`config.mk`:
```
export PLATFORM = sky130hd
export DESIGN_NAME = cvr_comparator_ctrl
export DESIGN_NICKNAME = d
export VERILOG_FILES = /design/src/rtl/cvr_comparator_ctrl.v
export VERILOG_INCLUDE_DIRS = /design/src /design/src/include
export SDC_FILE = /design/constraint.sdc
export NUM_CORES = 1
export LEC_CHECK = 0
export BUFFER_PORTS_ARGS = -buffer_cell sky130_fd_sc_hd__buf_4
export CAP_MARGIN = 20
export CORE_MARGIN = 4
export CORE_UTILIZATION = 40
export DETAILED_ROUTE_END_ITERATION = 12
export PLACE_DENSITY = 0.69
export SETUP_SLACK_MARGIN = 0.2
export SYNTH_ARGS = -nofsm -noshare
export SYNTH_HDL_FRONTEND = slang
export SYNTH_SLANG_ARGS = --single-unit
export TNS_END_PERCENT = 50
```
`constraint.sdc`:
```
create_clock -name clk -period 2.3 [get_ports clk]
set_input_delay 0.115 -clock clk [delete_from_list [all_inputs] [get_ports clk]]
set_output_delay 0.115 -clock clk [all_outputs]
set_load 0.02 [all_outputs]
```
`src/include/cvr_consts.vh`:
```
`ifndef CVR_CONSTS_VH
`define CVR_CONSTS_VH
// Register byte addresses on the APB.
`define CVR_ADDR_CMP_CTL   12'h000
`define CVR_ADDR_REF_CTL   12'h004
`define CVR_ADDR_FLAGS2    12'h008
`define CVR_ADDR_ENABLES2  12'h00C
`define CVR_ADDR_MASTER    12'h010
`define CVR_ADDR_ANACFG    12'h014
// Comparator control fields.
`define CVR_CMP_RES_B      7
`define CVR_CMP_RES_A      6
`define CVR_CMP_INV_B      5
`define CVR_CMP_INV_A      4
`define CVR_CMP_SWITCH     3
`define CVR_CMP_MODE_HI    2
`define CVR_CMP_CTL_RST    6'h07
`define CVR_MODE_OFF       3'h7
// Reference control fields.
`define CVR_REF_PWR        7
`define CVR_REF_PINOE      6
`define CVR_REF_RANGE      5
`define CVR_REF_SRC        4
`define CVR_REF_RST        8'h00
// Flag and enable bit positions.
`define CVR_FLAG_BIT       6
`define CVR_MASTER_GLOBAL  7
`define CVR_MASTER_PERIPH  6
`define CVR_ANACFG_RST     4'h0
`define CVR_ANACFG_HI      3
// Field tops, idle read word and plain bit reset level.
`define CVR_LEVEL_HI       3
`define CVR_LEVEL_RST      4'h0
`define CVR_DATA_HI        31
`define CVR_RD_IDLE        32'h0000_0000
`define CVR_BIT_RST        1'b0
`endif

```
`src/rtl/cvr_comparator_ctrl.v`:
```
// Functional notes
// - Output change on either comparator sets flag.
// - Comparator results readable in control bits 7:6.
// - Flag at bit 6, cleared only by software.
// - Writing one to flag sets it.
// - Request needs flag and three enables.
// - Flag sets even with enables clear.
// - Change during control read may be missed.
// - Control register access relatches outputs.
// - Mismatch keeps setting flag until relatched.
// - Comparators and interrupt work in sleep; wake.
// - Waking leaves comparator control unchanged.
// - Reset selects mode 111, comparators off.
// - Comparator pins analog after reset, follow config.
// - Range bit 5 chooses between two ranges.
// - Range one: level over 24 of source.
// - Range zero: quarter plus level over 32.
// - Bit 4 chooses external pins or supply.
// - Bit 7 powers ladder on or down.
// - Bit 6 routes level to pin, overriding direction.
// - Level code 0 to 15 selects tap.
// - Bits 5 and 4 invert comparator polarity.
// - Reset clears reference control register.
`timescale 1ns/1ps
`include "cvr_consts.vh"
module cvr_comparator_ctrl (
   input  wire        clk,
   input  wire        rst_b,
   input  wire        psel,
   input  wire        penable,
   input  wire        pwrite,
   input  wire [11:0] paddr,
   input  wire [31:0] pwdata,
   output reg  [31:0] prdata,
   output reg         pready,
   output reg         pslverr,
   input  wire        cmpARaw,
   input  wire        cmpBRaw,
   input  wire        sleepMode,
   output reg  [2:0]  cmpModeSel,
   output reg         cmpInputSwitch,
   output reg         ladderPowerEn,
   output reg         ladderPinOutEn,
   output reg         ladderRangeSel,
   output reg         ladderSourceSel,
   output reg  [3:0]  ladderLevelCode,
   output reg  [3:0]  pinAnalogCfg,
   output reg         cmpIrqReq,
   output reg         wakeReq
);

   wire                      syncA;
   wire                      syncB;
   wire                      resA;
   wire                      resB;
   wire                      access;
   wire                      wr;
   wire                      rdAcc;
   wire                      cmpAccess;
   wire                      cmpWr;
   wire                      refWr;
   wire                      flagWr;
   wire                      mismatchA;
   wire                      mismatchB;
   wire                      mismatch;
   wire                      irqAll;
   wire                      wakeAll;
   reg                       latA_r;
   reg                       latB_r;
   reg                       invA_r;
   reg                       invB_r;
   reg                       inSwitch_r;
   reg  [`CVR_CMP_MODE_HI:0] mode_r;
   reg                       refPwr_r;
   reg                       refPinOe_r;
   reg                       refRange_r;
   reg                       refSrc_r;
   reg  [`CVR_LEVEL_HI:0]    refLevel_r;
   reg                       flag_r;
   reg                       flagEn_r;
   reg                       globalEn_r;
   reg                       periphEn_r;
   reg                       flag_nxt;
   reg  [`CVR_DATA_HI:0]     rd_nxt;
   reg                       err_nxt;

   // Two-stage synchronisers; only the last stage is ever read.
   cvr_sync2 #(
      .WIDTH (1)
   ) u_syncA (
      .clk   (clk),
      .rst_b (rst_b),
      .din   (cmpARaw),
      .dout  (syncA)
   );

   cvr_sync2 #(
      .WIDTH (1)
   ) u_syncB (
      .clk   (clk),
      .rst_b (rst_b),
      .din   (cmpBRaw),
      .dout  (syncB)
   );

   assign resA      = syncA ^ invA_r;
   assign resB      = syncB ^ invB_r;
   assign access    = psel & penable & ~pready;
   assign wr        = access & pwrite;
   assign rdAcc     = access & ~pwrite;
   assign cmpAccess = access & (paddr == `CVR_ADDR_CMP_CTL);
   assign cmpWr     = cmpAccess & pwrite;
   assign refWr     = wr & (paddr == `CVR_ADDR_REF_CTL);
   assign flagWr    = wr & (paddr == `CVR_ADDR_FLAGS2);
   assign mismatchA = resA ^ latA_r;
   assign mismatchB = resB ^ latB_r;
   assign mismatch  = mismatchA | mismatchB;
   assign irqAll    = flag_r & flagEn_r & periphEn_r & globalEn_r;
   assign wakeAll   = sleepMode & flag_r & flagEn_r;

   // A live mismatch or a written one beats a software clear in the same cycle.
   // The edge that relatches the outputs does not set the flag as well.
   always @* begin
      flag_nxt = flag_r;
      if (flagWr) begin
         flag_nxt = pwdata[`CVR_FLAG_BIT];
      end
      if (mismatch && !cmpAccess) begin
         flag_nxt = 1'b1;
      end
   end

   always @* begin
      rd_nxt  = `CVR_RD_IDLE;
      err_nxt = 1'b0;
      case (paddr)
         `CVR_ADDR_CMP_CTL: begin
            rd_nxt[`CVR_CMP_RES_B]     = resB;
            rd_nxt[`CVR_CMP_RES_A]     = resA;
            rd_nxt[`CVR_CMP_INV_B]     = invB_r;
            rd_nxt[`CVR_CMP_INV_A]     = invA_r;
            rd_nxt[`CVR_CMP_SWITCH]    = inSwitch_r;
            rd_nxt[`CVR_CMP_MODE_HI:0] = mode_r;
         end
         `CVR_ADDR_REF_CTL: begin
            rd_nxt[`CVR_REF_PWR]    = refPwr_r;
            rd_nxt[`CVR_REF_PINOE]  = refPinOe_r;
            rd_nxt[`CVR_REF_RANGE]  = refRange_r;
            rd_nxt[`CVR_REF_SRC]    = refSrc_r;
            rd_nxt[`CVR_LEVEL_HI:0] = refLevel_r;
         end
         `CVR_ADDR_FLAGS2: begin
            rd_nxt[`CVR_FLAG_BIT] = flag_r;
         end
         `CVR_ADDR_ENABLES2: begin
            rd_nxt[`CVR_FLAG_BIT] = flagEn_r;
         end
         `CVR_ADDR_MASTER: begin
            rd_nxt[`CVR_MASTER_GLOBAL] = globalEn_r;
            rd_nxt[`CVR_MASTER_PERIPH] = periphEn_r;
         end
         `CVR_ADDR_ANACFG: begin
            rd_nxt[`CVR_ANACFG_HI:0] = pinAnalogCfg;
         end
         default: begin
            err_nxt = 1'b1;
         end
      endcase
   end

   // Every access is answered one clock after it is taken.
   always @(posedge clk or negedge rst_b) begin
      if (!rst_b) begin
         pready  <= `CVR_BIT_RST;
         pslverr <= `CVR_BIT_RST;
      end else begin
         pready  <= access;
         pslverr <= access & err_nxt;
      end
   end

   always @(posedge clk or negedge rst_b) begin
      if (!rst_b) begin
         prdata <= `CVR_RD_IDLE;
      end else if (rdAcc) begin
         prdata <= rd_nxt;
      end
   end

   always @(posedge clk or negedge rst_b) begin
      if (!rst_b) begin
         latA_r <= `CVR_BIT_RST;
      end else if (cmpAccess) begin
         latA_r <= resA;
      end
   end

   always @(posedge clk or negedge rst_b) begin
      if (!rst_b) begin
         latB_r <= `CVR_BIT_RST;
      end else if (cmpAccess) begin
         latB_r <= resB;
      end
   end

   // Sleep never touches these fields, so waking finds them as they were left.
   always @(posedge clk or negedge rst_b) begin
      if (!rst_b) begin
         invA_r <= `CVR_BIT_RST;
      end else if (cmpWr) begin
         invA_r <= pwdata[`CVR_CMP_INV_A];
      end
   end

   always @(posedge clk or negedge rst_b) begin
      if (!rst_b) begin
         invB_r <= `CVR_BIT_RST;
      end else if (cmpWr) begin
         invB_r <= pwdata[`CVR_CMP_INV_B];
      end
   end

   always @(posedge clk or negedge rst_b) begin
      if (!rst_b) begin
         inSwitch_r <= `CVR_BIT_RST;
      end else if (cmpWr) begin
         inSwitch_r <= pwdata[`CVR_CMP_SWITCH];
      end
   end

   always @(posedge clk or negedge rst_b) begin
      if (!rst_b) begin
         mode_r <= `CVR_MODE_OFF;
      end else if (cmpWr) begin
         mode_r <= pwdata[`CVR_CMP_MODE_HI:0];
      end
   end

   always @(posedge clk or negedge rst_b) begin
      if (!rst_b) begin
         refPwr_r <= `CVR_BIT_RST;
      end else if (refWr) begin
         refPwr_r <= pwdata[`CVR_REF_PWR];
      end
   end

   always @(posedge clk or negedge rst_b) begin
      if (!rst_b) begin
         refPinOe_r <= `CVR_BIT_RST;
      end else if (refWr) begin
         refPinOe_r <= pwdata[`CVR_REF_PINOE];
      end
   end

   always @(posedge clk or negedge rst_b) begin
      if (!rst_b) begin
         refRange_r <= `CVR_BIT_RST;
      end else if (refWr) begin
         refRange_r <= pwdata[`CVR_REF_RANGE];
      end
   end

   always @(posedge clk or negedge rst_b) begin
      if (!rst_b) begin
         refSrc_r <= `CVR_BIT_RST;
      end else if (refWr) begin
         refSrc_r <= pwdata[`CVR_REF_SRC];
      end
   end

   always @(posedge clk or negedge rst_b) begin
      if (!rst_b) begin
         refLevel_r <= `CVR_LEVEL_RST;
      end else if (refWr) begin
         refLevel_r <= pwdata[`CVR_LEVEL_HI:0];
      end
   end

   always @(posedge clk or negedge rst_b) begin
      if (!rst_b) begin
         flagEn_r <= `CVR_BIT_RST;
      end else if (wr && paddr == `CVR_ADDR_ENABLES2) begin
         flagEn_r <= pwdata[`CVR_FLAG_BIT];
      end
   end

   always @(posedge clk or negedge rst_b) begin
      if (!rst_b) begin
         globalEn_r <= `CVR_BIT_RST;
      end else if (wr && paddr == `CVR_ADDR_MASTER) begin
         globalEn_r <= pwdata[`CVR_MASTER_GLOBAL];
      end
   end

   always @(posedge clk or negedge rst_b) begin
      if (!rst_b) begin
         periphEn_r <= `CVR_BIT_RST;
      end else if (wr && paddr == `CVR_ADDR_MASTER) begin
         periphEn_r <= pwdata[`CVR_MASTER_PERIPH];
      end
   end

   always @(posedge clk or negedge rst_b) begin
      if (!rst_b) begin
         pinAnalogCfg <= `CVR_ANACFG_RST;
      end else if (wr && paddr == `CVR_ADDR_ANACFG) begin
         pinAnalogCfg <= pwdata[`CVR_ANACFG_HI:0];
      end
   end

   always @(posedge clk or negedge rst_b) begin
      if (!rst_b) begin
         flag_r <= `CVR_BIT_RST;
      end else begin
         flag_r <= flag_nxt;
      end
   end

   // The pin-side copies lag their fields by one clock.
   always @(posedge clk or negedge rst_b) begin
      if (!rst_b) begin
         cmpModeSel     <= `CVR_MODE_OFF;
         cmpInputSwitch <= `CVR_BIT_RST;
      end else begin
         cmpModeSel     <= mode_r;
         cmpInputSwitch <= inSwitch_r;
      end
   end

   always @(posedge clk or negedge rst_b) begin
      if (!rst_b) begin
         ladderPowerEn  <= `CVR_BIT_RST;
         ladderPinOutEn <= `CVR_BIT_RST;
      end else begin
         ladderPowerEn  <= refPwr_r;
         ladderPinOutEn <= refPinOe_r;
      end
   end

   always @(posedge clk or negedge rst_b) begin
      if (!rst_b) begin
         ladderRangeSel  <= `CVR_BIT_RST;
         ladderSourceSel <= `CVR_BIT_RST;
         ladderLevelCode <= `CVR_LEVEL_RST;
      end else begin
         ladderRangeSel  <= refRange_r;
         ladderSourceSel <= refSrc_r;
         ladderLevelCode <= refLevel_r;
      end
   end

   always @(posedge clk or negedge rst_b) begin
      if (!rst_b) begin
         cmpIrqReq <= `CVR_BIT_RST;
      end else begin
         cmpIrqReq <= irqAll;
      end
   end

   always @(posedge clk or negedge rst_b) begin
      if (!rst_b) begin
         wakeReq <= `CVR_BIT_RST;
      end else begin
         wakeReq <= wakeAll;
      end
   end

endmodule // cvr_comparator_ctrl

module cvr_sync2 #(
   parameter WIDTH = 1
) (
   input  wire             clk,
   input  wire             rst_b,
   input  wire [WIDTH-1:0] din,
   output wire [WIDTH-1:0] dout
);

   reg [WIDTH-1:0] stage1_r;
   reg [WIDTH-1:0] stage2_r;

   assign dout = stage2_r;

   always @(posedge clk or negedge rst_b) begin
      if (!rst_b) begin
         stage1_r <= {WIDTH{1'b0}};
         stage2_r <= {WIDTH{1'b0}};
      end else begin
         stage1_r <= din;
         stage2_r <= stage1_r;
      end
   end

endmodule // cvr_sync2

```
==> flow_summary.ini <==
[timing]
hold_ws_ps = 48.54
setup_viol = 0
timing.final.crit_share = 0.7935
report.final.slew_viol_count = 0
relSlewSlack = 0.5800
rsz0062_at_grt = no
fin_skew_ps = 5.691
hold_viol = 0
period_needed_ps = 1825
fmax_mhz = 548.0
final.setup.tns_ps = 0
tightest_slew_ps = 629.9
fin_ws_ps = 475.0

[detailed_routing]
route.vias.total = 1560
wire_per_inst_microns = 15.03
drtPass1Iterations = 4
drtAntennaViolNets = 0
drcViolationCount = 0
drt-vias-per-instance = 4.815
drt-total-wl_microns = 4871
drt_iter0_drc = 115

[cells_and_area]
fin_area_sq_um = 2892
final_nets = 303
areaGrowthSynthToFinish_pct = 20.87
drive_above_1_share = 0.4127
n_antenna_cell = 0

[critical_path]
r2r_setup_slack_ps = 480
required_ps = 2500
r2r-start = pready$_DFF_PN0_
worst_setup_path_end_kind = flop
start_kind = flop
crit_arrival_ps = 2020
critical_path_class = flop to flop
crit_fanout = 4
reg2reg_depth = 4
reg2reg_to = pinAnalogCfg[0]$_DFFE_PN0P_

[synthesis]
synth.yosys.warnings = 0
async_reset_ff_frac = 1.000
ys_types = 45
synth_commonest_cells = dfrtp_1 (46), buf_4 (26), mux2_2 (18)
syn_area_per_cell_sq_um = 12.53
synthesis.area_sq_um = 2392
netlist.area_leader.share = 0.4812
synth_most_common_cell = dfrtp_1
yosysSeqAreaShare = 0.5471
ys_ff_latch = 52
synth-edff-count = 0
yosys-top-cells-area = dfrtp_1 (48%), mux2_2 (8.5%), buf_4 (8.2%), dfstp_2 (6.6%), mux2_4 (3.8%)
synth_flop_cell = dfrtp_1
syn_inst = 191
yosysTopAreaCell = dfrtp_1

[clock_tree]
cts_sinks = 52
cts_resized = 0
cts_buffers = 5
post_cts_buffers = 0
clk_latency_ps = 310
cts-root-buf = clkbuf_8
htree_levels = 2
clockBufferDepth = 2
cts_tree = done
clk_pin_slew_ps = 80

[job]
max-cap-violations = 0

[floorplan]
die-area_sq_um = 7282
fp.dieW_microns = 85.34
placementRows = 27
core_sq_um = 5642
initial_core_util = 0.4240
ios = 104
die_h_microns = 85.34

[global_route]
grt_pass1_vias = 1569
grt_pass1_wl_microns = 7941
use_met1 = 0.1886
grt_most_used_layer = met2
grt_max_degree = 53
grtUsageTotal = 0.1398
use_met2 = 0.2196
use_met3 = 0.02816
grt-ovfl-total = 0
antenna_found_initial = 0

[hold_path]
holdCritStartpoint = pwdata[4]
hold_path_class = input port to flop
hold_depth = 2
hold_end = refSrc_r$_DFFE_PN0P_

[placement]
place_area_sq_um = 2771
io_buffers = 55
dp_hpwl_microns = 3714
gp_congestion = 0.7784
post-place-ws_ps = 477.5

[power]
power_density_nw_per_um2 = 572.7
p_leak_nw = 1.424
vdd_ir_drop_max_v = 0.0003766

[outcome]
status = finished, final reports clean
kinds of logic after synthesis:
logic type	count (synthesis)	synth area share
xor gates and xnor gates	4	0.01465
muxes	29	0.1433
and+or+nand+nor	53	0.1407
other	1	0.001568
DFF	52	0.5471
AOI/OAI and AO/OA	20	0.05544
buffers and inverters	32	0.09728
where the power goes:
part	internal, mW	leakage (nW)	total [mW]	switching [mW]
clock	0.246	0.0455	0.527	0.282
combinational	0.0685	0.696	0.189	0.120
sequential	0.930	0.682	0.940	0.00982
total	1.24	1.42	1.66	0.412
per-layer routing:
layer | up-vias | wire length (microns) | part of all wire
met4 | 0 | 101 | 0.021
met3 | 10 | 287 | 0.059
met1 | 752 | 2152 | 0.44
li1 | 749 | - | -
met5 | - | 0 | 0
met2 | 49 | 2330 | 0.48
worst max path at each step:
| stage | start | endpoint | slack, ps | cells past startpoint |
|---|---|---|---|---|
| after floorplan | pready$_DFF_PN0_ | pinAnalogCfg[0]$_DFFE_PN0P_ | 670 | 5 |
| after global placement | pready$_DFF_PN0_ | pinAnalogCfg[3]$_DFFE_PN0P_ | 470 | 4 |
| after detailed placement | pready$_DFF_PN0_ | pinAnalogCfg[0]$_DFFE_PN0P_ | 480 | 4 |
| after CTS | pready$_DFF_PN0_ | pinAnalogCfg[0]$_DFFE_PN0P_ | 450 | 4 |
| after global routing | pready$_DFF_PN0_ | pinAnalogCfg[0]$_DFFE_PN0P_ | 360 | 4 |
| final | pready$_DFF_PN0_ | pinAnalogCfg[0]$_DFFE_PN0P_ | 480 | 4 |
area by class of cell:
| cell class | count | area [sq um] |
|---|---|---|
| clock buffers | 8 | 90.09 |
| repair buffers | 60 | 457.9 |
| inverters | 2 | 7.507 |
| flip-flops and latches | 52 | 1309 |
| fillers | 521 | 2750 |
| well taps | 72 | 90.09 |
| multi-input cells | 130 | 937.1 |
state kept, by name, indices dropped and copies added, names as in the netlist, 3 cells and up:
| name | count |
|---|---|
| refLevel_r | 4 |
| pinAnalogCfg | 4 |
| cmpModeSel | 3 |
| prdata | 8 |
| ladderLevelCode | 4 |
| mode_r | 3 |
critical path, cell delays in order, from the launching register on:
cell	delay, ps
dfrtp_1	390
nand4b_1	310
nor3_2	290
and3_1	390
mux2_4	330
repair_timing:
item / 4_1_cts / 5_1_grt
endpoints found under the hold margin: 48 / 0
setup endpoints to repair: 0 / 0
hold buffers: 3 / 0
metrics by stage:
step	util	std cells	power [mW]
after global placement	0.4912	313	1.141
after global routing	0.5125	324	1.725
final	0.5125	324	1.656
after CTS	0.5125	324	1.668
after floorplan	-	214	1.080
after detailed placement	0.4912	313	1.144
placed cells by master, fill, tap and decap left out, types with 3 or more instances in the layout:
| master | synthesis | routed |
|---|---|---|
| and3_1 | 3 | 3 |
| mux2_2 | 18 | 18 |
| dfrtp_1 | 46 | 46 |
| clkbuf_8 | 0 | 6 |
| o31ai_1 | 3 | 3 |
| dfstp_2 | 6 | 6 |
| nor2_1 | 12 | 12 |
| nand2_1 | 8 | 8 |
| mux2_4 | 6 | 6 |
| a31oi_1 | 5 | 5 |
| or3_1 | 3 | 3 |
| dlygate4sd3_1 | 0 | 3 |
| o21ai_0 | 3 | 3 |
| a21oi_1 | 3 | 3 |
| mux2i_1 | 5 | 5 |
| conb_1 | 1 | 24 |
| nand4_1 | 3 | 3 |
| buf_4 | 26 | 57 |
(Power assumes the default switching activity.)
